`src/rtl/cmost_pkg.sv`:
```
// Package: map, fields and codes of the message object register block
package cmost_pkg;
    localparam int OBJ_COUNT = 15;
    localparam int IDX_W = 4;
    localparam int AXI_AW = 8;
    localparam logic [IDX_W-1:0] OBJ_NONE = 4'hF;
    // Register byte offsets
    localparam logic [AXI_AW-1:0] OFF_PAGE = 8'h00;
    localparam logic [AXI_AW-1:0] OFF_STATUS = 8'h04;
    localparam logic [AXI_AW-1:0] OFF_CTRL = 8'h08;
    localparam logic [AXI_AW-1:0] OFF_TAG1 = 8'h0C;
    localparam logic [AXI_AW-1:0] OFF_TAG2 = 8'h10;
    localparam logic [AXI_AW-1:0] OFF_TAG3 = 8'h14;
    localparam logic [AXI_AW-1:0] OFF_TAG4 = 8'h18;
    localparam logic [AXI_AW-1:0] OFF_ENABLE = 8'h1C;
    localparam logic [AXI_AW-1:0] OFF_DONE = 8'h20;
    // Status bit positions
    localparam int ST_LENGTH_WARNING_FLAG = 7;
    localparam int ST_TRANSMIT_DONE_FLAG = 6;
    localparam int ST_RECEIVE_DONE_FLAG = 5;
    localparam int ST_BIT_ERROR_FLAG = 4;
    localparam int ST_STUFF_ERROR_FLAG = 3;
    localparam int ST_CRC_ERROR_FLAG = 2;
    localparam int ST_FORM_ERROR_FLAG = 1;
    localparam int ST_ACK_ERROR_FLAG = 0;
    // Control/length fields
    localparam int CT_CFG_HI = 7;
    localparam int CT_CFG_LO = 6;
    localparam int CT_REPLY_VALID_BIT = 5;
    localparam int CT_IDE = 4;
    localparam int CT_DLC_HI = 3;
    localparam int PAGE_LO = 4;
    // Tag fields
    localparam int TG_RTR = 2;
    localparam int TG_RB1 = 1;
    localparam int TG_RB0 = 0;
    localparam int TG_STD_LO = 21;
    localparam int TG_EXT_LO = 3;
    // Reset values, limits, CRC polynomial and response codes
    localparam logic [7:0] STATUS_RST = 8'h00;
    localparam logic [7:0] CTRL_RST = 8'h00;
    localparam logic [31:0] TAG_RST = 32'h00000000;
    localparam logic [3:0] PAGE_RST = 4'h0;
    localparam logic [3:0] DLC_MAX = 4'h8;
    localparam logic [2:0] STUFF_RUN = 3'h5;
    localparam logic [14:0] CRC_POLY = 15'h4599;
    localparam logic [1:0] RESP_OKAY = 2'h0;
    localparam logic [1:0] RESP_SLVERR = 2'h2;
    typedef enum logic [1:0] {
        CFG_OFF = 2'h0,
        CFG_TX = 2'h1,
        CFG_RX = 2'h2,
        CFG_FBRX = 2'h3
    } cmost_cfg_t;
endpackage

```
`src/rtl/cmost_core.sv`:
```
// Message object status, control and identifier tag block
`timescale 1ns/1ps
module cmost_core
    import cmost_pkg::*;
(
    input wire logic aclk,
    input wire logic aresetn,
    input wire logic [AXI_AW-1:0] s_axi_awaddr,
    input wire logic s_axi_awvalid,
    output logic s_axi_awready,
    input wire logic [31:0] s_axi_wdata,
    input wire logic [3:0] s_axi_wstrb,
    input wire logic s_axi_wvalid,
    output logic s_axi_wready,
    output logic [1:0] s_axi_bresp,
    output logic s_axi_bvalid,
    input wire logic s_axi_bready,
    input wire logic [AXI_AW-1:0] s_axi_araddr,
    input wire logic s_axi_arvalid,
    output logic s_axi_arready,
    output logic [31:0] s_axi_rdata,
    output logic [1:0] s_axi_rresp,
    output logic s_axi_rvalid,
    input wire logic s_axi_rready,
    input wire logic can_rx,
    input wire logic sample_stb,
    input wire logic frame_start_stb,
    input wire logic tx_active,
    input wire logic tx_bit,
    input wire logic in_arbitration,
    input wire logic in_error_ack,
    input wire logic stuff_check_en,
    input wire logic bit_is_stuff,
    input wire logic crc_calc_en,
    input wire logic crc_recv_en,
    input wire logic crc_check_stb,
    input wire logic fixed_form_en,
    input wire logic ack_slot,
    input wire logic tx_start_stb,
    input wire logic tx_abort_stb,
    input wire logic tx_eof_stb,
    input wire logic [OBJ_COUNT-1:0] rx_hit_vec,
    input wire logic rx_eof6_stb,
    input wire logic [28:0] rx_id,
    input wire logic rx_ide,
    input wire logic rx_rtr,
    input wire logic rx_rb0,
    input wire logic rx_rb1,
    input wire logic [3:0] rx_dlc,
    output logic tx_req,
    output logic [IDX_W-1:0] tx_obj_idx,
    output logic [28:0] tx_id,
    output logic tx_ide,
    output logic tx_rtr,
    output logic tx_rb0,
    output logic tx_rb1,
    output logic [3:0] tx_dlc
);
    ////////////////////////////////////////////////////////////////////////
    // Object storage
    logic [7:0] status_r [OBJ_COUNT];
    logic [7:0] status_nxt [OBJ_COUNT];
    logic [7:0] ctrl_r [OBJ_COUNT];
    logic [7:0] ctrl_nxt [OBJ_COUNT];
    logic [31:0] tag_r [OBJ_COUNT];
    logic [31:0] tag_nxt [OBJ_COUNT];
    logic [OBJ_COUNT-1:0] en_r;
    logic [OBJ_COUNT-1:0] en_nxt;
    logic [OBJ_COUNT-1:0] done_r;
    logic [OBJ_COUNT-1:0] done_nxt;
    logic [OBJ_COUNT-1:0] reply_r;
    logic [OBJ_COUNT-1:0] reply_nxt;
    logic [OBJ_COUNT-1:0] armed_w;
    logic [OBJ_COUNT-1:0] rx_cand_w;
    logic [3:0] page_r;

    ////////////////////////////////////////////////////////////////////////
    // Bus level synchroniser, recessive after reset
    logic rx_meta_r;
    logic rx_s2_r;
    logic rx_s3_r;
    logic rx_lvl_r;
    always_ff @(posedge aclk) begin
        if (!aresetn) begin
            rx_meta_r <= 1'b1;
            rx_s2_r <= 1'b1;
            rx_s3_r <= 1'b1;
            rx_lvl_r <= 1'b1;
        end else begin
            rx_meta_r <= can_rx;
            rx_s2_r <= rx_meta_r;
            rx_s3_r <= rx_s2_r;
            if (rx_s2_r == rx_s3_r) begin
                rx_lvl_r <= rx_s3_r;
            end
        end
    end

    ////////////////////////////////////////////////////////////////////////
    // AXI4-Lite slave
    logic aw_held_r;
    logic w_held_r;
    logic [AXI_AW-1:0] awaddr_r;
    logic [31:0] wdata_r;
    logic [3:0] wstrb_r;
    logic bvalid_r;
    logic [1:0] bresp_r;
    logic rvalid_r;
    logic [1:0] rresp_r;
    logic [31:0] rdata_r;
    wire wr_fire = aw_held_r & w_held_r & ~bvalid_r;
    wire lane0 = wstrb_r[0];
    wire obj_ok_w = page_r < 4'(OBJ_COUNT);
    wire wr_page = wr_fire & lane0 & (awaddr_r == OFF_PAGE);
    wire wr_stat = wr_fire & lane0 & (awaddr_r == OFF_STATUS);
    wire wr_ctrl = wr_fire & lane0 & (awaddr_r == OFF_CTRL);
    wire [3:0] wr_tag;
    assign wr_tag[0] = wr_fire & lane0 & (awaddr_r == OFF_TAG4);
    assign wr_tag[1] = wr_fire & lane0 & (awaddr_r == OFF_TAG3);
    assign wr_tag[2] = wr_fire & lane0 & (awaddr_r == OFF_TAG2);
    assign wr_tag[3] = wr_fire & lane0 & (awaddr_r == OFF_TAG1);
    wire wr_map = (awaddr_r <= OFF_TAG4) & (awaddr_r[1:0] == 2'h0);
    wire rd_fire = s_axi_arvalid & ~rvalid_r;
    wire [AXI_AW-1:0] ra = s_axi_araddr;
    wire rd_map = (ra <= OFF_DONE) & (ra[1:0] == 2'h0);
    wire [3:0] rpg = obj_ok_w ? page_r : 4'h0;
    wire [7:0] rd_obj_w = ~obj_ok_w ? 8'h00 :
        (ra == OFF_STATUS) ? status_r[rpg] :
        (ra == OFF_CTRL) ? ctrl_r[rpg] :
        (ra == OFF_TAG1) ? tag_r[rpg][31:24] :
        (ra == OFF_TAG2) ? tag_r[rpg][23:16] :
        (ra == OFF_TAG3) ? tag_r[rpg][15:8] :
        (ra == OFF_TAG4) ? tag_r[rpg][7:0] : 8'h00;
    wire [31:0] rd_data_w =
        (ra == OFF_PAGE) ? {24'h000000, page_r, 4'h0} :
        (ra == OFF_ENABLE) ? {17'h00000, en_r} :
        (ra == OFF_DONE) ? {17'h00000, done_r} :
        {24'h000000, rd_obj_w};
    assign s_axi_awready = ~aw_held_r & ~bvalid_r;
    assign s_axi_wready = ~w_held_r & ~bvalid_r;
    assign s_axi_bvalid = bvalid_r;
    assign s_axi_bresp = bresp_r;
    assign s_axi_arready = ~rvalid_r;
    assign s_axi_rvalid = rvalid_r;
    assign s_axi_rresp = rresp_r;
    assign s_axi_rdata = rdata_r;

    always_ff @(posedge aclk) begin
        if (!aresetn) begin
            aw_held_r <= 1'b0;
            w_held_r <= 1'b0;
            awaddr_r <= '0;
            wdata_r <= 32'h00000000;
            wstrb_r <= 4'h0;
            bvalid_r <= 1'b0;
            bresp_r <= RESP_OKAY;
        end else begin
            if (s_axi_awvalid && s_axi_awready) begin
                aw_held_r <= 1'b1;
                awaddr_r <= s_axi_awaddr;
            end
            if (s_axi_wvalid && s_axi_wready) begin
                w_held_r <= 1'b1;
                wdata_r <= s_axi_wdata;
                wstrb_r <= s_axi_wstrb;
            end
            if (wr_fire) begin
                aw_held_r <= 1'b0;
                w_held_r <= 1'b0;
                bvalid_r <= 1'b1;
                bresp_r <= wr_map ? RESP_OKAY : RESP_SLVERR;
            end else if (s_axi_bready) begin
                bvalid_r <= 1'b0;
            end
        end
    end

    always_ff @(posedge aclk) begin
        if (!aresetn) begin
            rvalid_r <= 1'b0;
            rresp_r <= RESP_OKAY;
            rdata_r <= 32'h00000000;
        end else if (rd_fire) begin
            rvalid_r <= 1'b1;
            rresp_r <= rd_map ? RESP_OKAY : RESP_SLVERR;
            rdata_r <= rd_map ? rd_data_w : 32'h00000000;
        end else if (s_axi_rready) begin
            rvalid_r <= 1'b0;
        end
    end

    always_ff @(posedge aclk) begin
        if (!aresetn) begin
            page_r <= PAGE_RST;
        end else if (wr_page) begin
            page_r <= wdata_r[PAGE_LO+3:PAGE_LO];
        end
    end

    ////////////////////////////////////////////////////////////////////////
    // Object selection
    logic [IDX_W-1:0] tx_sel_w;
    logic [IDX_W-1:0] rx_sel_w;
    always_comb begin
        tx_sel_w = OBJ_NONE;
        rx_sel_w = OBJ_NONE;
        for (int i = OBJ_COUNT - 1; i >= 0; i--) begin
            if (armed_w[i]) begin
                tx_sel_w = 4'(i);
            end
            if (rx_hit_vec[i] && en_r[i] && ctrl_r[i][CT_CFG_HI]) begin
                rx_sel_w = 4'(i);
            end
        end
    end
    wire tx_any_w = |armed_w;
    wire rx_any_w = rx_sel_w != OBJ_NONE;
    logic [IDX_W-1:0] tx_obj_r;
    logic tx_busy_r;
    always_ff @(posedge aclk) begin
        if (!aresetn) begin
            tx_obj_r <= OBJ_NONE;
            tx_busy_r <= 1'b0;
        end else if (tx_start_stb && tx_any_w) begin
            tx_obj_r <= tx_sel_w;
            tx_busy_r <= 1'b1;
        end else if (tx_eof_stb || tx_abort_stb) begin
            tx_busy_r <= 1'b0;
        end
    end
    wire err_tx_w = tx_active & tx_busy_r;
    wire err_ok_w = err_tx_w | (~tx_active & rx_any_w);
    wire [IDX_W-1:0] cur_obj_w = tx_active ? tx_obj_r : rx_sel_w;

    ////////////////////////////////////////////////////////////////////////
    // Error detection on sampled bits
    wire rx_bit = rx_lvl_r;
    wire lost_arb_w = in_arbitration & tx_bit & ~rx_bit;
    wire bit_error_flag_ev = sample_stb & err_tx_w & (tx_bit != rx_bit)
        & ~lost_arb_w & ~in_error_ack;
    logic [2:0] run_r;
    logic last_r;
    always_ff @(posedge aclk) begin
        if (!aresetn) begin
            run_r <= 3'h0;
            last_r <= 1'b1;
        end else if (!stuff_check_en) begin
            run_r <= 3'h0;
        end else if (sample_stb) begin
            last_r <= rx_bit;
            run_r <= (rx_bit == last_r && run_r != 3'h0 && run_r < STUFF_RUN)
                ? run_r + 3'h1 : 3'h1;
        end
    end
    wire stuff_error_flag_ev = sample_stb & stuff_check_en & err_ok_w
        & (run_r == STUFF_RUN) & (rx_bit == last_r);
    logic [14:0] crc_r;
    logic [14:0] crc_rx_r;
    wire data_bit_stb = sample_stb & ~bit_is_stuff;
    wire crc_fb = rx_bit ^ crc_r[14];
    always_ff @(posedge aclk) begin
        if (!aresetn || frame_start_stb) begin
            crc_r <= 15'h0000;
            crc_rx_r <= 15'h0000;
        end else if (data_bit_stb && crc_calc_en) begin
            crc_r <= {crc_r[13:0], 1'b0} ^ (crc_fb ? CRC_POLY : 15'h0000);
        end else if (data_bit_stb && crc_recv_en) begin
            crc_rx_r <= {crc_rx_r[13:0], rx_bit};
        end
    end
    wire crc_error_flag_ev = crc_check_stb & err_ok_w & (crc_r != crc_rx_r);
    wire form_error_flag_ev = sample_stb & fixed_form_en & err_ok_w & ~rx_bit;
    wire ack_error_flag_ev = sample_stb & ack_slot & err_tx_w & rx_bit;
    wire [7:0] err_set_w = {3'h0, bit_error_flag_ev, stuff_error_flag_ev, crc_error_flag_ev, form_error_flag_ev,
        ack_error_flag_ev};

    ////////////////////////////////////////////////////////////////////////
    // Per-object next state
    wire tx_done_w = tx_eof_stb & tx_busy_r;
    wire rx_done_w = rx_eof6_stb & rx_any_w;
    wire [31:0] rx_tag_w = rx_ide ? {rx_id, rx_rb1, rx_rtr, rx_rb0}
        : {rx_id[10:0], rx_id[28:11], rx_rb1, rx_rtr, rx_rb0};
    always_comb begin
        for (int i = 0; i < OBJ_COUNT; i++) begin
            logic pg;
            logic txd;
            logic rxd;
            logic auto_rep;
            pg = obj_ok_w && (page_r == 4'(i));
            txd = tx_done_w && (tx_obj_r == 4'(i));
            rxd = rx_done_w && (rx_sel_w == 4'(i));
            auto_rep = rxd && rx_rtr && ctrl_r[i][CT_REPLY_VALID_BIT]
                && (ctrl_r[i][CT_CFG_HI:CT_CFG_LO] == CFG_RX);
            status_nxt[i] = status_r[i];
            ctrl_nxt[i] = ctrl_r[i];
            tag_nxt[i] = tag_r[i];
            en_nxt[i] = en_r[i];
            done_nxt[i] = done_r[i];
            reply_nxt[i] = reply_r[i];
            if (wr_stat && pg) begin
                status_nxt[i] = status_r[i] & wdata_r[7:0];
            end
            if (err_ok_w && cur_obj_w == 4'(i)) begin
                status_nxt[i] = status_nxt[i] | err_set_w;
            end
            if (txd) begin
                status_nxt[i][ST_TRANSMIT_DONE_FLAG] = 1'b1;
                en_nxt[i] = 1'b0;
                reply_nxt[i] = 1'b0;
            end
            if (rxd) begin
                status_nxt[i][ST_RECEIVE_DONE_FLAG] = 1'b1;
                en_nxt[i] = auto_rep;
                reply_nxt[i] = auto_rep;
                done_nxt[i] = ctrl_r[i][CT_CFG_HI:CT_CFG_LO] == CFG_FBRX;
                if (rx_dlc != ctrl_r[i][CT_DLC_HI:0]) begin
                    status_nxt[i][ST_LENGTH_WARNING_FLAG] = 1'b1;
                end
                ctrl_nxt[i][CT_DLC_HI:0] = rx_dlc;
                ctrl_nxt[i][CT_IDE] = rx_ide;
                tag_nxt[i] = rx_tag_w;
                tag_nxt[i][TG_RTR] = rx_rtr & ~auto_rep;
            end
            if (wr_ctrl && pg) begin
                ctrl_nxt[i] = wdata_r[7:0];
                en_nxt[i] = 1'b1;
                done_nxt[i] = 1'b0;
                reply_nxt[i] = 1'b0;
            end
            for (int b = 0; b < 4; b++) begin
                if (wr_tag[b] && pg) begin
                    tag_nxt[i][b*8 +: 8] = wdata_r[7:0];
                end
            end
        end
    end

    always_ff @(posedge aclk) begin
        if (!aresetn) begin
            for (int i = 0; i < OBJ_COUNT; i++) begin
                status_r[i] <= STATUS_RST;
                ctrl_r[i] <= CTRL_RST;
                tag_r[i] <= TAG_RST;
            end
            en_r <= '0;
            done_r <= '0;
            reply_r <= '0;
        end else begin
            status_r <= status_nxt;
            ctrl_r <= ctrl_nxt;
            tag_r <= tag_nxt;
            en_r <= en_nxt;
            done_r <= done_nxt;
            reply_r <= reply_nxt;
        end
    end

    ////////////////////////////////////////////////////////////////////////
    // Transmit offer to the frame engine
    for (genvar i = 0; i < OBJ_COUNT; i++) begin : g_arm
        assign armed_w[i] = en_r[i] & ~(tx_busy_r & tx_obj_r == 4'(i))
            & ((ctrl_r[i][CT_CFG_HI:CT_CFG_LO] == CFG_TX) | reply_r[i]);
        assign rx_cand_w[i] = rx_hit_vec[i] & en_r[i] & ctrl_r[i][CT_CFG_HI];
    end
    wire [3:0] ts = tx_any_w ? tx_sel_w : 4'h0;
    wire [31:0] ttag = tag_r[ts];
    wire tide = ctrl_r[ts][CT_IDE];
    wire [3:0] tdlc = ctrl_r[ts][CT_DLC_HI:0];
    always_ff @(posedge aclk) begin
        if (!aresetn) begin
            tx_req <= 1'b0;
            tx_obj_idx <= OBJ_NONE;
            tx_id <= 29'h00000000;
            tx_ide <= 1'b0;
            tx_rtr <= 1'b0;
            tx_rb0 <= 1'b0;
            tx_rb1 <= 1'b0;
            tx_dlc <= 4'h0;
        end else begin
            tx_req <= tx_any_w;
            tx_obj_idx <= tx_sel_w;
            tx_id <= tide ? ttag[31:TG_EXT_LO]
                : {18'h00000, ttag[31:TG_STD_LO]};
            tx_ide <= tide;
            tx_rtr <= ttag[TG_RTR];
            tx_rb0 <= ttag[TG_RB0];
            tx_rb1 <= tide & ttag[TG_RB1];
            tx_dlc <= (tdlc > DLC_MAX) ? DLC_MAX : tdlc;
        end
    end
endmodule // cmost_core

```
`config.mk`:
```
export PLATFORM = sky130hd
export DESIGN_NAME = cmost_core
export DESIGN_NICKNAME = d
export VERILOG_FILES = /design/src/rtl/cmost_pkg.sv /design/src/rtl/cmost_core.sv
export SDC_FILE = /design/constraint.sdc
export NUM_CORES = 2
export LEC_CHECK = 0
export BUFFER_PORTS_ARGS = -buffer_cell sky130_fd_sc_hd__buf_2
export CORE_UTILIZATION = 45
export DETAILED_ROUTE_END_ITERATION = 12
export REMOVE_ABC_BUFFERS = 1
export SLEW_MARGIN = 20
export SYNTH_ARGS = -nofsm -noshare
export SYNTH_HDL_FRONTEND = slang
export SYNTH_SLANG_ARGS = --single-unit
```
`constraint.sdc`:
```
create_clock -name aclk -period 7.1 [get_ports aclk]
set_input_delay 1.42 -clock aclk [delete_from_list [all_inputs] [get_ports aclk]]
set_output_delay 1.42 -clock aclk [all_outputs]
set_load 0.05 [all_outputs]
```
* Word-level counts from Yosys, hierarchy flattened *
Cells that the tools add are included.

storage, ports and cells
  logic and storage cells = 1,201
  output and inout port bits = 83
  bits in registers = 911

operators by class
  equal/unequal tests = 136
  bitwise gates (word level) = 190
  muxes and demuxes = 312
  add/subtract/negate cells = 1
  order comparisons = 7
  reduce and logical (&&, ||, !) cells = 374

operators with widths
  cell                                                                   count
  8-bit 2-to-1 mux                                                       101
  32-bit 2-to-1 mux                                                      20
  32-bit binary-select mux with 4-bit select                             2
  1-bit logical AND                                                      232
  2-bit nonzero test                                                     93
  5-bit 2-to-1 mux                                                       32
  4-bit 2-to-1 mux                                                       32
  8-bit bitwise AND                                                      15
  8-bit by 5-bit OR with 8-bit output                                    15
  1-bit 2-to-1 mux                                                       113
  4-bit equality test, second input constant                             28
  1-bit bitwise AND                                                      99
  8-bit binary-select mux with 4-bit select                              3
  15-bit 2-to-1 mux                                                      5
  4-bit by 3-bit equality test with 1-bit output, second input constant  16
  2-bit equality test, second input constant                             30
  4-bit inequality test                                                  15
  8-bit by 5-bit equality test with 1-bit output, second input constant  7
  3-bit nonzero test                                                     16
  1-bit NOT                                                              41
  2-bit OR reduction                                                     17
  4-bit by 2-bit equality test with 1-bit output, second input constant  8
  8-bit by 4-bit equality test with 1-bit output, second input constant  4
  2-bit by 1-bit equality test with 1-bit output, second input constant  15
  29 further kinds                                                       61

* Depth between registers and ports, before layout *
  depth after elaboration = 27
  gate-level depth with buffers = 16
  gate-level depth less buffers = 12

* Least setup slack after synthesis *
No wires, ideal clock.

  path kind = input port to flip-flop
  start = input rx_hit_vec[12]
  end = register ctrl_r[88] (netlist bit)
  library setup time = 0.131 ns
  data required time = 6.969 ns
  buffers on the path = 2
  setup slack = 3.329 ns
  stages = 12
  data arrival time = 3.640 ns
  path through = and3_1 -> a41o_1 -> a21boi_0 -> o21ai_0 -> a21oi_1 -> o21ai_0 -> a21o_1 -> a21oi_1 -> clkbuf_1 -> buf_1 -> mux2i_1 -> a21oi_1

on the way
  word-level cells in the longest chain between the ends = 19

RTL lines
  item                                   RTL line           source
  start: declaration                     cmost_core.sv:42   input wire logic [OBJ_COUNT-1:0] rx_hit_vec,
  1-bit logical AND * (2 in series)      cmost_core.sv:211  if (rx_hit_vec[i] && en_r[i] && ctrl_r[i][CT_CFG_HI]) begin
  4-bit 2-to-1 mux * (13 in series)      cmost_core.sv:211
  4-bit inequality test                  cmost_core.sv:217  wire rx_any_w = rx_sel_w != OBJ_NONE;
  1-bit bitwise AND                      cmost_core.sv:280  wire rx_done_w = rx_eof6_stb & rx_any_w;
  1-bit logical AND *                    cmost_core.sv:291  rxd = rx_done_w && (rx_sel_w == 4'(i));
  2-bit nonzero test (no source line) *  --
  end signal: assignment                 cmost_core.sv:350  ctrl_r <= ctrl_nxt;
  end: declaration                       cmost_core.sv:63   logic [7:0] ctrl_r [OBJ_COUNT];

Mark *: on every way between the ends. The rest lies on a longest branch, timed or not.
A chain may end at the register's enable or synchronous reset.

* Worst setup path in the final report *
  start = register tx_obj_r[1]
  end = register tx_id[8]

on the way
  word-level cells in the longest chain between the ends = 26

RTL lines
  item                                                                                                            RTL line                              source
  start: declaration                                                                                              cmost_core.sv:218                     logic [IDX_W-1:0] tx_obj_r;
  start signal: assignment                                                                                        cmost_core.sv:225                     tx_obj_r <= tx_sel_w;
  4-bit equality test                                                                                             cmost_core.sv:361                     assign armed_w[i] = en_r[i] & ~(tx_busy_r & tx_obj_r == 4'(i))
  1-bit bitwise AND                                                                                               cmost_core.sv:361
  1-bit NOT                                                                                                       cmost_core.sv:361
  1-bit bitwise AND                                                                                               cmost_core.sv:361
  1-bit bitwise AND                                                                                               cmost_core.sv:362                     & ((ctrl_r[i][CT_CFG_HI:CT_CFG_LO] == CFG_TX) | reply_r[i]);
  1-bit 2-to-1 mux                                                                                                cmost_core.sv:208                     if (armed_w[i]) begin
  4-bit 2-to-1 mux (14 in series)                                                                                 cmost_core.sv:208
  4-bit 2-to-1 mux *                                                                                              cmost_core.sv:365                     wire [3:0] ts = tx_any_w ? tx_sel_w : 4'h0;
  4-bit NOT with 5-bit output (not written as such) *                                                             cmost_core.sv:366, cmost_core.sv:367
  32-bit binary-select mux with 4-bit select / 8-bit binary-select mux with 4-bit select (equally long branches)  cmost_core.sv:366, cmost_core.sv:367
  32-bit 2-to-1 mux (not written as such) / 5-bit 2-to-1 mux (equally long branches) (2 in series)                --
  11-bit 2-to-1 mux *                                                                                             cmost_core.sv:382                     tx_id <= tide ? ttag[31:TG_EXT_LO]
  end signal: assignment                                                                                          cmost_core.sv:382
  end: declaration                                                                                                cmost_core.sv:52                      output logic [28:0] tx_id,

Mark *: on every way between the ends. The rest lies on a longest branch, timed or not. The select of a mux whose other input is x is not followed.

==> flow_summary.yaml <==
final_layout:
  utilization_pct: 50.5
  layout.nets: 6767
  multi_input_comb_area_um2: 30100
  drive_above_1_share_pct: 11.1
  seq_area_um2: 17900
  fillers: 10903
  layout.cells.non_filler: 8220
  area_delta_synth_final_pct: 10.9
routing:
  vias: 56478
  drt-total-wl_um: 249000
  ant_nets: 0
  wl_per_cell_um: 30.3
  vias_per_cell: 6.87
  drc_errors: 0
  dr.first_iter.drc_count: 9418
  drtPass1Iterations: 10
sta:
  hold_violations: 0
  rsz0062_at_grt: "false"
  fin_crit_ps: 5770
  finalClockSkew_ps: 36.8
  slew_headroom_pct: 14.3
  finalMaxSlewViolations: 0
  worst_slew_pin_slew_ps: 1280
  fmax_ghz: 0.173
  setup_viol: 0
  setup_tns_ps: 0
  finalCritPeriodShare_pct: 81.3
synth:
  avgSynthCellArea_um2: 7.38
  synth-compound-area-share_pct: 31.6
  synthCells: 6855
  synth_top_family_by_area: "compound AO/OA/AOI/OAI gates"
  yosysSeqAreaShare_pct: 35.3
  synth_most_common_cell: "nand2_1"
  synthSimpleGateAreaFrac_pct: 18.0
  yosysUniqueCellTypes: 90
  yosys.area.top_type: "dfxtp_1"
  async_flop_share_pct: 0
  synth_common_cells: "nand2_1 (1,291), a21oi_1 (918), dfxtp_1 (892)"
  synth_warnings: 0
  ys.flop_type: "dfxtp_1"
  yosys.area_share.adder_pct: 0.0742
  ys_ff_latch: 892
  synth_area_um2: 50600
  synthMuxAreaShare_pct: 7.59
  yosys-top-cells-area: "dfxtp_1 (35%), nand2_1 (9.6%), a21oi_1 (9.1%)"
  synthXorXnorAreaFrac_pct: 1.44
  synth_edf_count: 0
  synth_top_cell_area_share_pct: 35.3
die:
  core-area_um2: 111000
  design.die.area_um2: 114000
  die_width_um: 337
  start_util_pct: 45.6
  die_height_um: 337
  rows: 122
  ioPinCount: 212
global_route:
  grt-ovfl-total: 0
  grt_antenna_before_repair: 16
  grt_max_degree: 144
  grt_pass1_vias: 50122
  grt_pass1_wl_um: 353000
  track_usage_pct: 42.2
clocking:
  cts-resized-gates: 0
  h-tree-depth: 3
  holdBufCountCts: 0
  cts_tree: "done"
  clock-sinks: 892
  clk_transition_reported_paths_ps: 60
  cts_buffers: 104
  insertion_delay_ps: 740
  clk_path_buf_depth: 3
  root_buffer: "clkbuf_16"
  cts_setup_buffers: 0
placed_design:
  dpl.cell_count: 8017
  dp_hpwl_um: 159000
  port-buffer-count: 164
  gp_congestion: 0.998
worst_setup_path:
  required_ps: 7610
  start_kind: "flop"
  cp.arrival_ps: 6280
  crit_chain: "inv_1, o211ai_1, nand4_1, a211oi_2, nand2_2, o21ai_4, buf_12, buf_4, mux2i_1, a21oi_1, nor3_1, o2bb2ai_1"
  path_max_fanout: 46
  critPathKind: "reg -> reg"
  critPathTopFamily: "compound AO/OA/AOI/OAI gates"
  end_kind: "flop"
  max_stage_delay_ps: 920
  path_buf_inv: 3
  critical-path-slowest-cell: "nor3_1"
worst_hold_path:
  hold_path.class: "reg -> reg"
job:
  drv_cap: 0
pwr:
  cellPowerDensity_nw_per_um2: 204
  ir_drop_v: 0.000179
  p_leak_nw: 18.9
run_status:
  status: "finished, final reports clean"
path summary, 6_finish.rpt:
check	from	to	slack (ps)	depth (start not counted)
max	tx_obj_r[1]$_SDFFE_PN1P_	tx_id[8]$_SDFF_PN0_	1330	12
min	rx_meta_r$_SDFF_PN1_	rx_s2_r$_SDFF_PN1_	430	1
max reg2reg	tx_obj_r[1]$_SDFFE_PN1P_	tx_id[8]$_SDFF_PN0_	1330	12
min reg2reg	rx_meta_r$_SDFF_PN1_	rx_s2_r$_SDFF_PN1_	430	1
area by class of cell:
cell class	instances	area share, %
Timing Repair Buffer	341	4.18
Clock inverter	42	1.13
Sequential cell	892	31.9
Tap cell	1488	3.32
Multi-Input combinational cell	5237	53.6
Inverter	59	0.408
Clock buffer	151	5.37
Antenna cell	10	0.0446
where the power goes:
group          internal, W  switching (W)
registers          0.00501      0.0000471
logic             0.000109       0.000466
clock network      0.00339        0.00243
total              0.00852        0.00294
metrics by stage:
stage	hold slack, ps	power, W	area [um2]	setup WS, ps
floorplan	386	0.00539	47800	-5640
global placement	402	0.00571	52400	1850
detailed placement	404	0.00571	52400	1880
CTS	423	0.0114	56000	1840
global route	457	0.0117	56100	1500
finish	427	0.0115	56100	1330
per-layer routing:
layer	routed length (um)	vias up	global-route usage (%)
met3	38000	995	15.3
met5	72	-	0.298
met1	95400	26544	55.5
met2	98700	4604	58.3
met4	16900	10	25.8
li1	-	24325	-
cell families (layout without fill, tap and decap cells):
kind of cell,after synthesis,in the layout
compound gates,2708,2708
simple gates,2138,2138
flops,892,892
buf+inv,744,593
mux,286,286
xor+xnor,83,83
fa+ha+maj,3,3
other cells,1,29
cells in the final DEF, fill, tap and decap left out, types with 15 or more instances in the layout:
master	instances
nand2_1	1280
a21oi_1	914
dfxtp_1	880
o21ai_0	810
nor2_1	310
o22ai_1	218
mux2i_1	172
buf_2	163
buf_4	162
nand3_1	159
a31oi_1	146
a211oi_1	124
o211ai_1	105
clkbuf_16	104
nor3_1	77
mux4_2	75
xor2_1	66
nor2b_1	61
and3_1	59
inv_1	57
nand2b_1	57
o221ai_1	46
o21a_1	38
a311oi_1	38
a22oi_1	33
a221oi_1	32
mux2_2	29
o2bb2ai_1	28
clkbuf_1	24
clkbuf_8	23
conb_1	19
nand3b_1	18
a32oi_1	17
xnor2_1	17
or3_1	16
o41ai_1	16
clkinv_2	16
buf_12	15
flip-flops by register name (all words and copies together), names as in the netlist, 3 cells and up:
| signal | cells |
|---|---|
| s_axi_rdata | 15 |
| tx_id | 29 |
| wdata_r | 8 |
| ctrl_r | 120 |
| tag_r | 480 |
| crc_r | 15 |
| page_r | 4 |
| done_r | 15 |
| en_r | 15 |
| tx_dlc | 4 |
| run_r | 3 |
| awaddr_r | 8 |
| tx_obj_idx | 4 |
| crc_rx_r | 15 |
| reply_r | 15 |
| tx_obj_r | 4 |
| status_r | 120 |
No activity file was read; power rests on OpenSTA's default activity.
